<file path="src/pkg/port_access_pkg.sv">
// Purpose: shared constants and types for the digital port access logic
// Assumes: ten 4-bit port slots, addressed in the top data memory page
// Notes:   slots 4 and 7 have no port behind them
package port_access_pkg;

  // ------------------------------------------------------------------
  // geometry and decode
  // ------------------------------------------------------------------
  localparam int        NUM_PORTS   = 10;
  localparam int        NIB_W       = 4;
  localparam logic [7:0] IO_PAGE    = 8'hFF;
  localparam logic [3:0] BANK_IO    = 4'hF;
  localparam logic [3:0] PAIR_LO    = 4'h8;
  localparam logic [9:0] PORT_EXISTS = 10'h36F;
  localparam logic [3:0] NIB_ONE    = 4'h1;
  localparam logic [5:0] NIB_STEP   = 6'h04;

  // ------------------------------------------------------------------
  // mode and pull-up control registers (byte wide, top page)
  // ------------------------------------------------------------------
  localparam logic [11:0] ADDR_MODE_A = 12'hFE8;
  localparam logic [11:0] ADDR_MODE_B = 12'hFEC;
  localparam logic [11:0] ADDR_MODE_C = 12'hFEE;
  localparam logic [11:0] ADDR_PU_A   = 12'hFDC;
  localparam logic [11:0] ADDR_PU_B   = 12'hFDE;
  localparam logic [7:0]  REG_RST     = 8'h00;

  // mode group bit positions for nibble-wide ports
  localparam int MB_PORT2 = 2;
  localparam int MB_PORT5 = 5;
  localparam int MB_PORT8 = 0;
  localparam int MB_PORT9 = 1;

  // pull-up group bit positions
  localparam int PA_PORT0 = 0;
  localparam int PA_PORT1 = 1;
  localparam int PA_PORT2 = 2;
  localparam int PA_PORT3 = 3;
  localparam int PA_PORT6 = 6;
  localparam int PB_PORT8 = 0;
  localparam int PB_PORT9 = 1;

  // port 0 lowest pin never takes a software pull-up
  localparam logic [3:0] PU_ALLOW_P0 = 4'hE;
  localparam logic [3:0] PU_ALLOW_ALL = 4'hF;

  // ------------------------------------------------------------------
  // access operations from the cpu
  // ------------------------------------------------------------------
  typedef enum logic [3:0] {
    OP_READ  = 4'h0,  // load, test, arithmetic, compare
    OP_WRITE = 4'h1,  // transfer accumulator to port
    OP_XCH   = 4'h2,  // exchange_op
    OP_INCREMENT_SKIP_OP  = 4'h3,  // increment_skip_op
    OP_SET   = 4'h4,
    OP_CLR   = 4'h5,
    OP_MOV1  = 4'h6,  // carry to bit
    OP_TCLR  = 4'h7,  // test_and_clear_op
    OP_TEST  = 4'h8   // bit test or bit load
  } op_t;

endpackage : port_access_pkg
</file>
<file path="src/hw/digital_port_access_logic.sv">
// Purpose: cpu-side access to the digital ports, mode and pull-up control
// Assumes: one access per enabled cycle, pins synchronous to the clock
// Notes:   answers one enabled edge after the access is taken
`timescale 1ns/1ps

// How it works
// ports 8 and 9 form one byte, port 8 in the low nibble
// byte and nibble accesses need bank flag clear or bank fifteen
// indirect bit access takes bit and two address bits from L
// input mode reads return live pin levels
// input mode writes update the latch only, driver stays off
// input mode exchange returns pins and latches the accumulator
// input mode increment latches pins plus one, driver stays off
// input mode bit writes set the bit, other latch bits undefined
// output mode reads return the latch, not the pins
// output mode writes update latch and drive pins at once
// output mode exchange swaps latch and accumulator, pins follow
// output mode increment adds one to the latch and drives it
// output mode bit write changes only the addressed bit
// pull-up on every pin but port zero lowest pin; the code gives port 5 no software pull-up, only the MASK_PU_P5 mask option
// software pull-up only connects while the pin is an input
// group A bits 0,1,2,3,6 serve ports 0,1,2,3,6
// group B bits 0 and 1 serve ports 8 and 9
// pull-up enable bit 0 disables, 1 enables
// software keeps pull-ups off on 8 and 9 as segment outputs
// mode bit 0 is input, 1 is output with buffer on
// reset clears all mode bits, every port an input
// reset clears both pull-up enable groups
module digital_port_access_logic
  import port_access_pkg::*;
#(
  parameter logic [3:0] MASK_PU_P5 = 4'h0
) (
  // clock and reset
  input  wire logic        i_sys_clk,
  input  wire logic        i_reset_n,
  input  wire logic        i_clk_en,
  // cpu access
  input  wire logic        i_acc_valid,
  input  wire op_t         i_op,
  input  wire logic        i_wide,
  input  wire logic [11:0] i_addr,
  input  wire logic [1:0]  i_bit_sel,
  input  wire logic        i_use_l,
  input  wire logic [3:0]  i_l_reg,
  input  wire logic [7:0]  i_acc,
  input  wire logic        i_cy,
  input  wire logic        i_bank_enable_flag,
  input  wire logic [3:0]  i_bank_select_value,
  // cpu answer
  output logic             o_rd_valid,
  output logic      [7:0]  o_rd_data,
  output logic             o_bit_data,
  output logic             o_skip,
  output logic             o_refused,
  // pins
  input  wire logic [39:0] i_pin,
  output logic      [39:0] o_pin_out,
  output logic      [39:0] o_pin_oe,
  output logic      [39:0] o_pullup_en
);

  // ------------------------------------------------------------------
  // state
  // ------------------------------------------------------------------
  logic [39:0] latch_ff, nxt_latch;
  logic [7:0]  mode_a_ff, nxt_mode_a;
  logic [7:0]  mode_b_ff, nxt_mode_b;
  logic [7:0]  mode_c_ff, nxt_mode_c;
  logic [7:0]  pu_a_ff, nxt_pu_a;
  logic [7:0]  pu_b_ff, nxt_pu_b;
  logic        rd_valid_ff, nxt_rd_valid;
  logic [7:0]  rd_data_ff, nxt_rd_data;
  logic        bit_data_ff, nxt_bit_data;
  logic        skip_ff, nxt_skip;
  logic        refused_ff, nxt_refused;

  // decode helpers
  logic [11:0] addr;
  logic [1:0]  bsel;
  logic [3:0]  pidx;
  logic [5:0]  base, hb;
  logic        is_bit, bank_ok, port_ok, reg_hit, take;
  logic [39:0] mode_vec, nxt_mode_vec, eff;
  logic [9:0]  pu_grp, nxt_pu_grp;
  logic [7:0]  eff8, pin8, lat8, mode8, new8, reg_rd;
  logic [3:0]  nib;

  // mode vector as seen by every pin, pull-up enables per port
  function automatic logic [39:0] modes(input logic [7:0] a,
      input logic [7:0] b, input logic [7:0] c);
    logic [39:0] m;
    m        = '0;
    m[12+:4] = a[3:0];
    m[24+:4] = a[7:4];
    m[8+:4]  = {NIB_W{b[MB_PORT2]}};
    m[20+:4] = {NIB_W{b[MB_PORT5]}};
    m[32+:4] = {NIB_W{c[MB_PORT8]}};
    m[36+:4] = {NIB_W{c[MB_PORT9]}};
    return m;
  endfunction : modes

  function automatic logic [9:0] pugrp(input logic [7:0] a,
      input logic [7:0] b);
    logic [9:0] g;
    g    = '0;
    g[0] = a[PA_PORT0];
    g[1] = a[PA_PORT1];
    g[2] = a[PA_PORT2];
    g[3] = a[PA_PORT3];
    g[6] = a[PA_PORT6];
    g[8] = b[PB_PORT8];
    g[9] = b[PB_PORT9];
    return g;
  endfunction : pugrp

  // ------------------------------------------------------------------
  // decode
  // ------------------------------------------------------------------
  always_comb begin
    addr = i_use_l ? {i_addr[11:2], i_l_reg[3:2]} : i_addr;
    bsel = i_use_l ? i_l_reg[1:0] : i_bit_sel;
    pidx = addr[3:0];
    base = {pidx, 2'b00};
    hb   = i_wide ? 6'(base + NIB_STEP) : base;
    is_bit = (i_op inside {OP_SET, OP_CLR, OP_MOV1, OP_TCLR, OP_TEST});
    // bit addressing ignores the bank, byte and nibble do not
    bank_ok = !i_bank_enable_flag
              || (i_bank_select_value == BANK_IO);
    port_ok = (addr[11:4] == IO_PAGE) && (pidx < 4'(NUM_PORTS))
              && PORT_EXISTS[pidx]
              && (!i_wide || (pidx == PAIR_LO && !is_bit));
    reg_hit = i_wide && !is_bit
              && (addr inside {ADDR_MODE_A, ADDR_MODE_B, ADDR_MODE_C,
                               ADDR_PU_A, ADDR_PU_B});
    take = i_acc_valid
           && (is_bit ? port_ok : bank_ok && (port_ok || reg_hit));
    mode_vec = modes(mode_a_ff, mode_b_ff, mode_c_ff);
    pu_grp   = pugrp(pu_a_ff, pu_b_ff);
    // bus sees pins in input mode, latch in output mode, per bit
    eff   = (mode_vec & latch_ff) | (~mode_vec & i_pin);
    eff8  = {eff[hb+:4], eff[base+:4]};
    pin8  = {i_pin[hb+:4], i_pin[base+:4]};
    lat8  = {latch_ff[hb+:4], latch_ff[base+:4]};
    mode8 = {mode_vec[hb+:4], mode_vec[base+:4]};
    case (addr)
      ADDR_MODE_A: reg_rd = mode_a_ff;
      ADDR_MODE_B: reg_rd = mode_b_ff;
      ADDR_MODE_C: reg_rd = mode_c_ff;
      ADDR_PU_A:   reg_rd = pu_a_ff;
      ADDR_PU_B:   reg_rd = pu_b_ff;
      default:     reg_rd = '0;
    endcase
  end

  // ------------------------------------------------------------------
  // access execution
  // ------------------------------------------------------------------
  always_comb begin
    nxt_latch    = latch_ff;
    nxt_mode_a   = mode_a_ff;
    nxt_mode_b   = mode_b_ff;
    nxt_mode_c   = mode_c_ff;
    nxt_pu_a     = pu_a_ff;
    nxt_pu_b     = pu_b_ff;
    nxt_rd_valid = take;
    nxt_refused  = i_acc_valid && !take;
    nxt_rd_data  = '0;
    nxt_bit_data = 1'b0;
    nxt_skip     = 1'b0;
    new8         = lat8;
    nib          = eff8[3:0];
    if (take && reg_hit) begin
      nxt_rd_data = reg_rd;
      if (i_op == OP_WRITE) begin
        case (addr)
          ADDR_MODE_A: nxt_mode_a = i_acc;
          ADDR_MODE_B: nxt_mode_b = i_acc;
          ADDR_MODE_C: nxt_mode_c = i_acc;
          ADDR_PU_A:   nxt_pu_a = i_acc;
          ADDR_PU_B:   nxt_pu_b = i_acc;
          default:     nxt_rd_data = reg_rd;
        endcase
      end
    end else if (take) begin
      case (i_op)
        OP_READ: begin
          nxt_rd_data = i_wide ? eff8 : {4'h0, eff8[3:0]};
        end
        OP_WRITE: begin
          new8 = i_acc;
        end
        OP_XCH: begin
          // input: pins to acc; output: latch to acc; both are eff
          nxt_rd_data = i_wide ? eff8 : {4'h0, eff8[3:0]};
          new8        = i_acc;
        end
        OP_INCREMENT_SKIP_OP: begin
          nib         = eff8[3:0] + NIB_ONE;
          new8        = {lat8[7:4], nib};
          nxt_rd_data = {4'h0, nib};
          nxt_skip    = (nib == 4'h0);
        end
        OP_TEST: begin
          nxt_bit_data = eff8[bsel];
        end
        default: begin
          // bit writes: unaddressed bits take what the bus sees,
          // the latch in output mode, the pins in input mode
          new8 = {lat8[7:4], eff8[3:0]};
          nxt_bit_data = eff8[bsel];
          case (i_op)
            OP_SET:  new8[bsel] = 1'b1;
            OP_CLR:  new8[bsel] = 1'b0;
            OP_MOV1: new8[bsel] = i_cy;
            OP_TCLR: begin
              new8[bsel] = 1'b0;
              nxt_skip   = eff8[bsel];
            end
            default: new8[bsel] = lat8[bsel];
          endcase
        end
      endcase
      nxt_latch[base+:4] = new8[3:0];
      if (i_wide) begin
        nxt_latch[hb+:4] = new8[7:4];
      end
    end
    nxt_mode_vec = modes(nxt_mode_a, nxt_mode_b, nxt_mode_c);
    nxt_pu_grp   = pugrp(nxt_pu_a, nxt_pu_b);
  end

  always_ff @(posedge i_sys_clk or negedge i_reset_n) begin
    if (!i_reset_n) begin
      latch_ff    <= '0;
      mode_a_ff   <= REG_RST;
      mode_b_ff   <= REG_RST;
      mode_c_ff   <= REG_RST;
      pu_a_ff     <= REG_RST;
      pu_b_ff     <= REG_RST;
      rd_valid_ff <= 1'b0;
      rd_data_ff  <= '0;
      bit_data_ff <= 1'b0;
      skip_ff     <= 1'b0;
      refused_ff  <= 1'b0;
    end else if (i_clk_en) begin
      latch_ff    <= nxt_latch;
      mode_a_ff   <= nxt_mode_a;
      mode_b_ff   <= nxt_mode_b;
      mode_c_ff   <= nxt_mode_c;
      pu_a_ff     <= nxt_pu_a;
      pu_b_ff     <= nxt_pu_b;
      rd_valid_ff <= nxt_rd_valid;
      rd_data_ff  <= nxt_rd_data;
      bit_data_ff <= nxt_bit_data;
      skip_ff     <= nxt_skip;
      refused_ff  <= nxt_refused;
    end
  end

  assign o_rd_valid = rd_valid_ff;
  assign o_rd_data  = rd_data_ff;
  assign o_bit_data = bit_data_ff;
  assign o_skip     = skip_ff;
  assign o_refused  = refused_ff;

  // ------------------------------------------------------------------
  // pin cells; unmapped slots never drive or pull
  // ------------------------------------------------------------------
  for (genvar p = 0; p < NUM_PORTS; p++) begin : g_port
    localparam logic [3:0] ALLOW = !PORT_EXISTS[p] ? 4'h0 :
                                   (p == 0) ? PU_ALLOW_P0 : PU_ALLOW_ALL;
    port_pin_cell #(
      .PU_ALLOW (ALLOW),
      .MASK_PU  ((p == 5) ? MASK_PU_P5 : 4'h0)
    ) u_cell (
      .i_sys_clk   (i_sys_clk),
      .i_reset_n   (i_reset_n),
      .i_clk_en    (i_clk_en),
      .i_nxt_latch (nxt_latch[4*p+:4]),
      .i_nxt_mode  (nxt_mode_vec[4*p+:4]),
      .i_nxt_pu_en (nxt_pu_grp[p]),
      .o_pin_out   (o_pin_out[4*p+:4]),
      .o_pin_oe    (o_pin_oe[4*p+:4]),
      .o_pullup_en (o_pullup_en[4*p+:4])
    );
  end
endmodule : digital_port_access_logic

</file>
<file path="src/hw/port_pin_cell.sv">
// Purpose: per-port pin driver, output enable and pull-up control
// Assumes: fed with next-state latch and mode so pins move with them
// Notes:   mask pull-ups stay on regardless of mode
`timescale 1ns/1ps
module port_pin_cell
  import port_access_pkg::*;
#(
  parameter logic [3:0] PU_ALLOW = 4'hF,
  parameter logic [3:0] MASK_PU  = 4'h0
) (
  // clock and reset
  input  wire logic       i_sys_clk,
  input  wire logic       i_reset_n,
  input  wire logic       i_clk_en,
  // next state from the access logic
  input  wire logic [3:0] i_nxt_latch,
  input  wire logic [3:0] i_nxt_mode,
  input  wire logic       i_nxt_pu_en,
  // pin side
  output logic      [3:0] o_pin_out,
  output logic      [3:0] o_pin_oe,
  output logic      [3:0] o_pullup_en
);

  logic [3:0] nxt_pu;

  // ------------------------------------------------------------------
  // software pull-up only on pins that are not driving
  // ------------------------------------------------------------------
  always_comb begin
    nxt_pu = ({NIB_W{i_nxt_pu_en}} & ~i_nxt_mode & PU_ALLOW)
             | MASK_PU;
  end

  always_ff @(posedge i_sys_clk or negedge i_reset_n) begin
    if (!i_reset_n) begin
      o_pin_out   <= '0;
      o_pin_oe    <= '0;
      o_pullup_en <= '0;
    end else if (i_clk_en) begin
      o_pin_out   <= i_nxt_latch;
      o_pin_oe    <= i_nxt_mode;
      o_pullup_en <= nxt_pu;
    end
  end

endmodule : port_pin_cell

</file>
<file path="config.mk">
export PLATFORM = sky130hd
export DESIGN_NAME = digital_port_access_logic
export DESIGN_NICKNAME = d
export VERILOG_FILES = /design/src/pkg/port_access_pkg.sv /design/src/hw/digital_port_access_logic.sv /design/src/hw/port_pin_cell.sv
export SDC_FILE = /design/constraint.sdc
export NUM_CORES = 1
export LEC_CHECK = 0
export BUFFER_PORTS_ARGS = -buffer_cell sky130_fd_sc_hd__buf_2
export CELL_PAD_IN_SITES_DETAIL_PLACEMENT = 1
export CELL_PAD_IN_SITES_GLOBAL_PLACEMENT = 1
export CORE_MARGIN = 2
export CORE_UTILIZATION = 44
export DETAILED_ROUTE_END_ITERATION = 16
export PLACE_DENSITY_LB_ADDON = 0.25
export SLEW_MARGIN = 20
export SYNTH_ARGS = -nofsm -noshare
export SYNTH_HDL_FRONTEND = slang
export SYNTH_SLANG_ARGS = --single-unit
</file>
<file path="constraint.sdc">
create_clock -name i_sys_clk -period 9 [get_ports i_sys_clk]
set_clock_uncertainty 0.2 [all_clocks]
set_input_delay 0.9 -clock i_sys_clk [delete_from_list [all_inputs] [get_ports i_sys_clk]]
set_output_delay 0.9 -clock i_sys_clk [all_outputs]
set_load 0.005 [all_outputs]
</file>
==> qor.yml <==
status: "completed"
grt_busiest_layer: "met2"
nets: 1095
setup_tns_ps: 0
dr_total_vias: 7836
ys_async_sr_fraction_pct: 100
cts_sinks: 103
final_cell_mix: "buf_2 (183), dfrtp_1 (103), nand2_1 (96)"
placed_cell_area_um2: 8790
grt_overflow_total: 0
path_clk_slew_ps: 90
relSlewSlack_pct: 29.7
pre_cts_slack_ps: 3690
fillCellCount: 2182
synth_area_um2: 8110
synth_edf_count: 0
row_count: 49
crit_fanout: 18
drive_above_1_share_pct: 31.7
synthCells: 881
grt_use_met3_pct: 5.44
start_util_pct: 45.0
postCtsSetupRepairBufs: 0
clock_path_buffers: 2
synth_simple_gate_area_share_pct: 17.7
numCtsBuffers: 9
powerDensity_nw_per_um2: 128
cts_max_level: 3
finalMaxSlewViolations: 0
ir_drop_v: 0.0000904
die_w_um: 140
routed_via_density: 6.32
rsz0062_at_grt: "no"
holdBufCountCts: 0
port_buffers: 184
required_ps: 9040
path_class: "in -> reg"
antenna_found_initial: 0
cp-end-kind: "register"
firstDrtPassIters: 5
use_met1_pct: 44.8
drtIter0Drc: 802
muxShareOfSynthArea_pct: 20.1
synth-seq-cells: 103
final_common_cell: "buf_2"
cts_resized: 0
met2_usage_pct: 47.9
post-route-period-util_pct: 56.3
final_cell_area_um2: 9090
core_area_um2: 18000
fin_ws_ps: 3930
leakagePower_nw: 4.33
route.detailed.drc: 0
num_antenna_cells: 0
grt_pass1_vias: 7625
grt_usage_pct: 31.3
hold_viol_final: 0
fmax_mhz: 197
setup_viol: 0
ys_warn_count: 0
synthFlopType: "dfrtp_1"
cts_root_buf: "clkbuf_16"
hold_class: "in -> async"
grt_max_degree: 69
synth-xor-area-share_pct: 1.06
synth_compound_area_share_pct: 18.6
place_congestion: 0.960
yosysUniqueCellTypes: 89
cts_tree: "built"
wl_um: 30800
syn_area_per_cell_um2: 9.20
max_cap_viol_count: 0
final_antenna_net_count: 0
die_h_um: 140
synth_top_family_by_area: "multiplexers"
critPathArrivalTime_ps: 5120
synth_fa_ha_area_share_pct: 1.23
wl_per_cell_um: 24.9
hpwl_um: 23500
syn_to_final_growth_pct: 12.1
yosysSeqAreaShare_pct: 31.8
clock_latency_ps: 370
min_period_ps: 5070
tightest_slew_ps: 1050
grt_pass1_wl_um: 46700
dieArea_um2: 19500
crit_path_start_kind: "input pin"
io_pins: 214
cell type report:
| cell class | count | area, µm² | share of cell area [%] |
|---|---|---|---|
| well taps | 229 | 287 | 3.15 |
| clock buffers | 10 | 239 | 2.63 |
| inverters | 19 | 76.3 | 0.840 |
| clock inverters | 6 | 63.8 | 0.702 |
| flip-flops and latches | 103 | 2580 | 28.4 |
| multi-input cells | 682 | 4880 | 53.7 |
| repair buffers | 190 | 968 | 10.7 |
synth_stat cells, drive strengths merged (6+ instances only):
master,n,share of area (%)
nand4,8,0.69
buf,84,7.5
a21oi,29,1.9
nand3,28,1.9
o21ai,52,3.3
or3,7,0.54
nor2b,12,0.93
inv,18,0.89
a22o,11,1.2
mux2,59,8.2
o22ai,8,0.79
a22oi,21,2.0
a31oi,7,0.62
nor2,83,4.2
a32oi,8,0.86
and2,7,0.54
a2bb2oi,6,0.65
clkbuf,21,0.97
dfrtp,103,32
or2,6,0.46
and3,9,0.76
mux4,15,4.2
nor3,21,1.3
nand2,98,4.6
o211ai,10,1.0
ha,8,1.2
mux2i,59,7.7
state kept, by name, indices dropped and copies added (netlist names):
name	flops
o_skip	1
g_port.u_cell.o_pullup_en	11
pu_b_ff	8
g_port.u_cell.o_pin_oe	4
mode_c_ff	8
o_rd_data	8
pu_a_ff	8
g_port.u_cell.o_pin_out	15
o_rd_valid	1
mode_a_ff	5
latch_ff	25
o_bit_data	1
o_refused	1
mode_b_ff	7
power breakdown:
part	total (mW)	internal, mW	switching, mW
clock network	0.414	0.204	0.211
logic	0.278	0.0932	0.185
registers	0.471	0.466	0.00435
total	1.16	0.763	0.400
worst max-delay path, stage by stage:
cell,delay (ps)
buf_2,200
mux2i_4,810
ha_1,560
a21o_1,170
o2111ai_1,140
nor4b_2,830
and2b_1,590
nand3_1,480
mux2_2,420
through the flow:
| stage | hold slack (ps) | instances | power (mW) | util, % |
|---|---|---|---|---|
| final | 284 | 1239 | 1.16 | 50.4 |
| after global routing | 309 | 1239 | 1.20 | 50.4 |
| after CTS | 285 | 1239 | 1.16 | 50.4 |
| after detailed placement | 269 | 1223 | 0.750 | 48.7 |
| after global placement | 266 | 1223 | 0.748 | 48.7 |
| after floorplan | 276 | 909 | 0.664 | - |
kinds of logic (layout without fill, tap and decap cells):
| group | Yosys count | in the layout |
|---|---|---|
| flops | 103 | 103 |
| buf+inv | 124 | 225 |
| xor+xnor | 9 | 9 |
| simple gates | 296 | 296 |
| fa+ha+maj | 8 | 8 |
| mux | 133 | 133 |
| compound gates | 207 | 207 |
| other cells | 1 | 29 |
layer usage:
layer	up-vias	share of wire [%]
met2	435	45
li1	3416	-
met4	0	3.1
met3	64	8.7
met1	3921	44
met5	-	0
final timing paths:
kind	start	end	slack, ps	depth (start not counted)
setup / recovery	i_use_l	mode_a_ff[5]	3930	9
hold / removal	i_reset_n	g_port[3].u_cell.o_pin_out[0]	280	1
setup reg to reg	g_port[5].u_cell.o_pin_oe[0]	latch_ff[34]	5060	10
hold reg to reg	o_rd_valid	o_rd_valid	280	1
max in group asynchronous	i_reset_n	g_port[6].u_cell.o_pullup_en[2]	7040	2
min in group i_sys_clk	o_rd_valid	o_rd_valid	280	1
No activity file was read; power rests on OpenSTA's default activity.
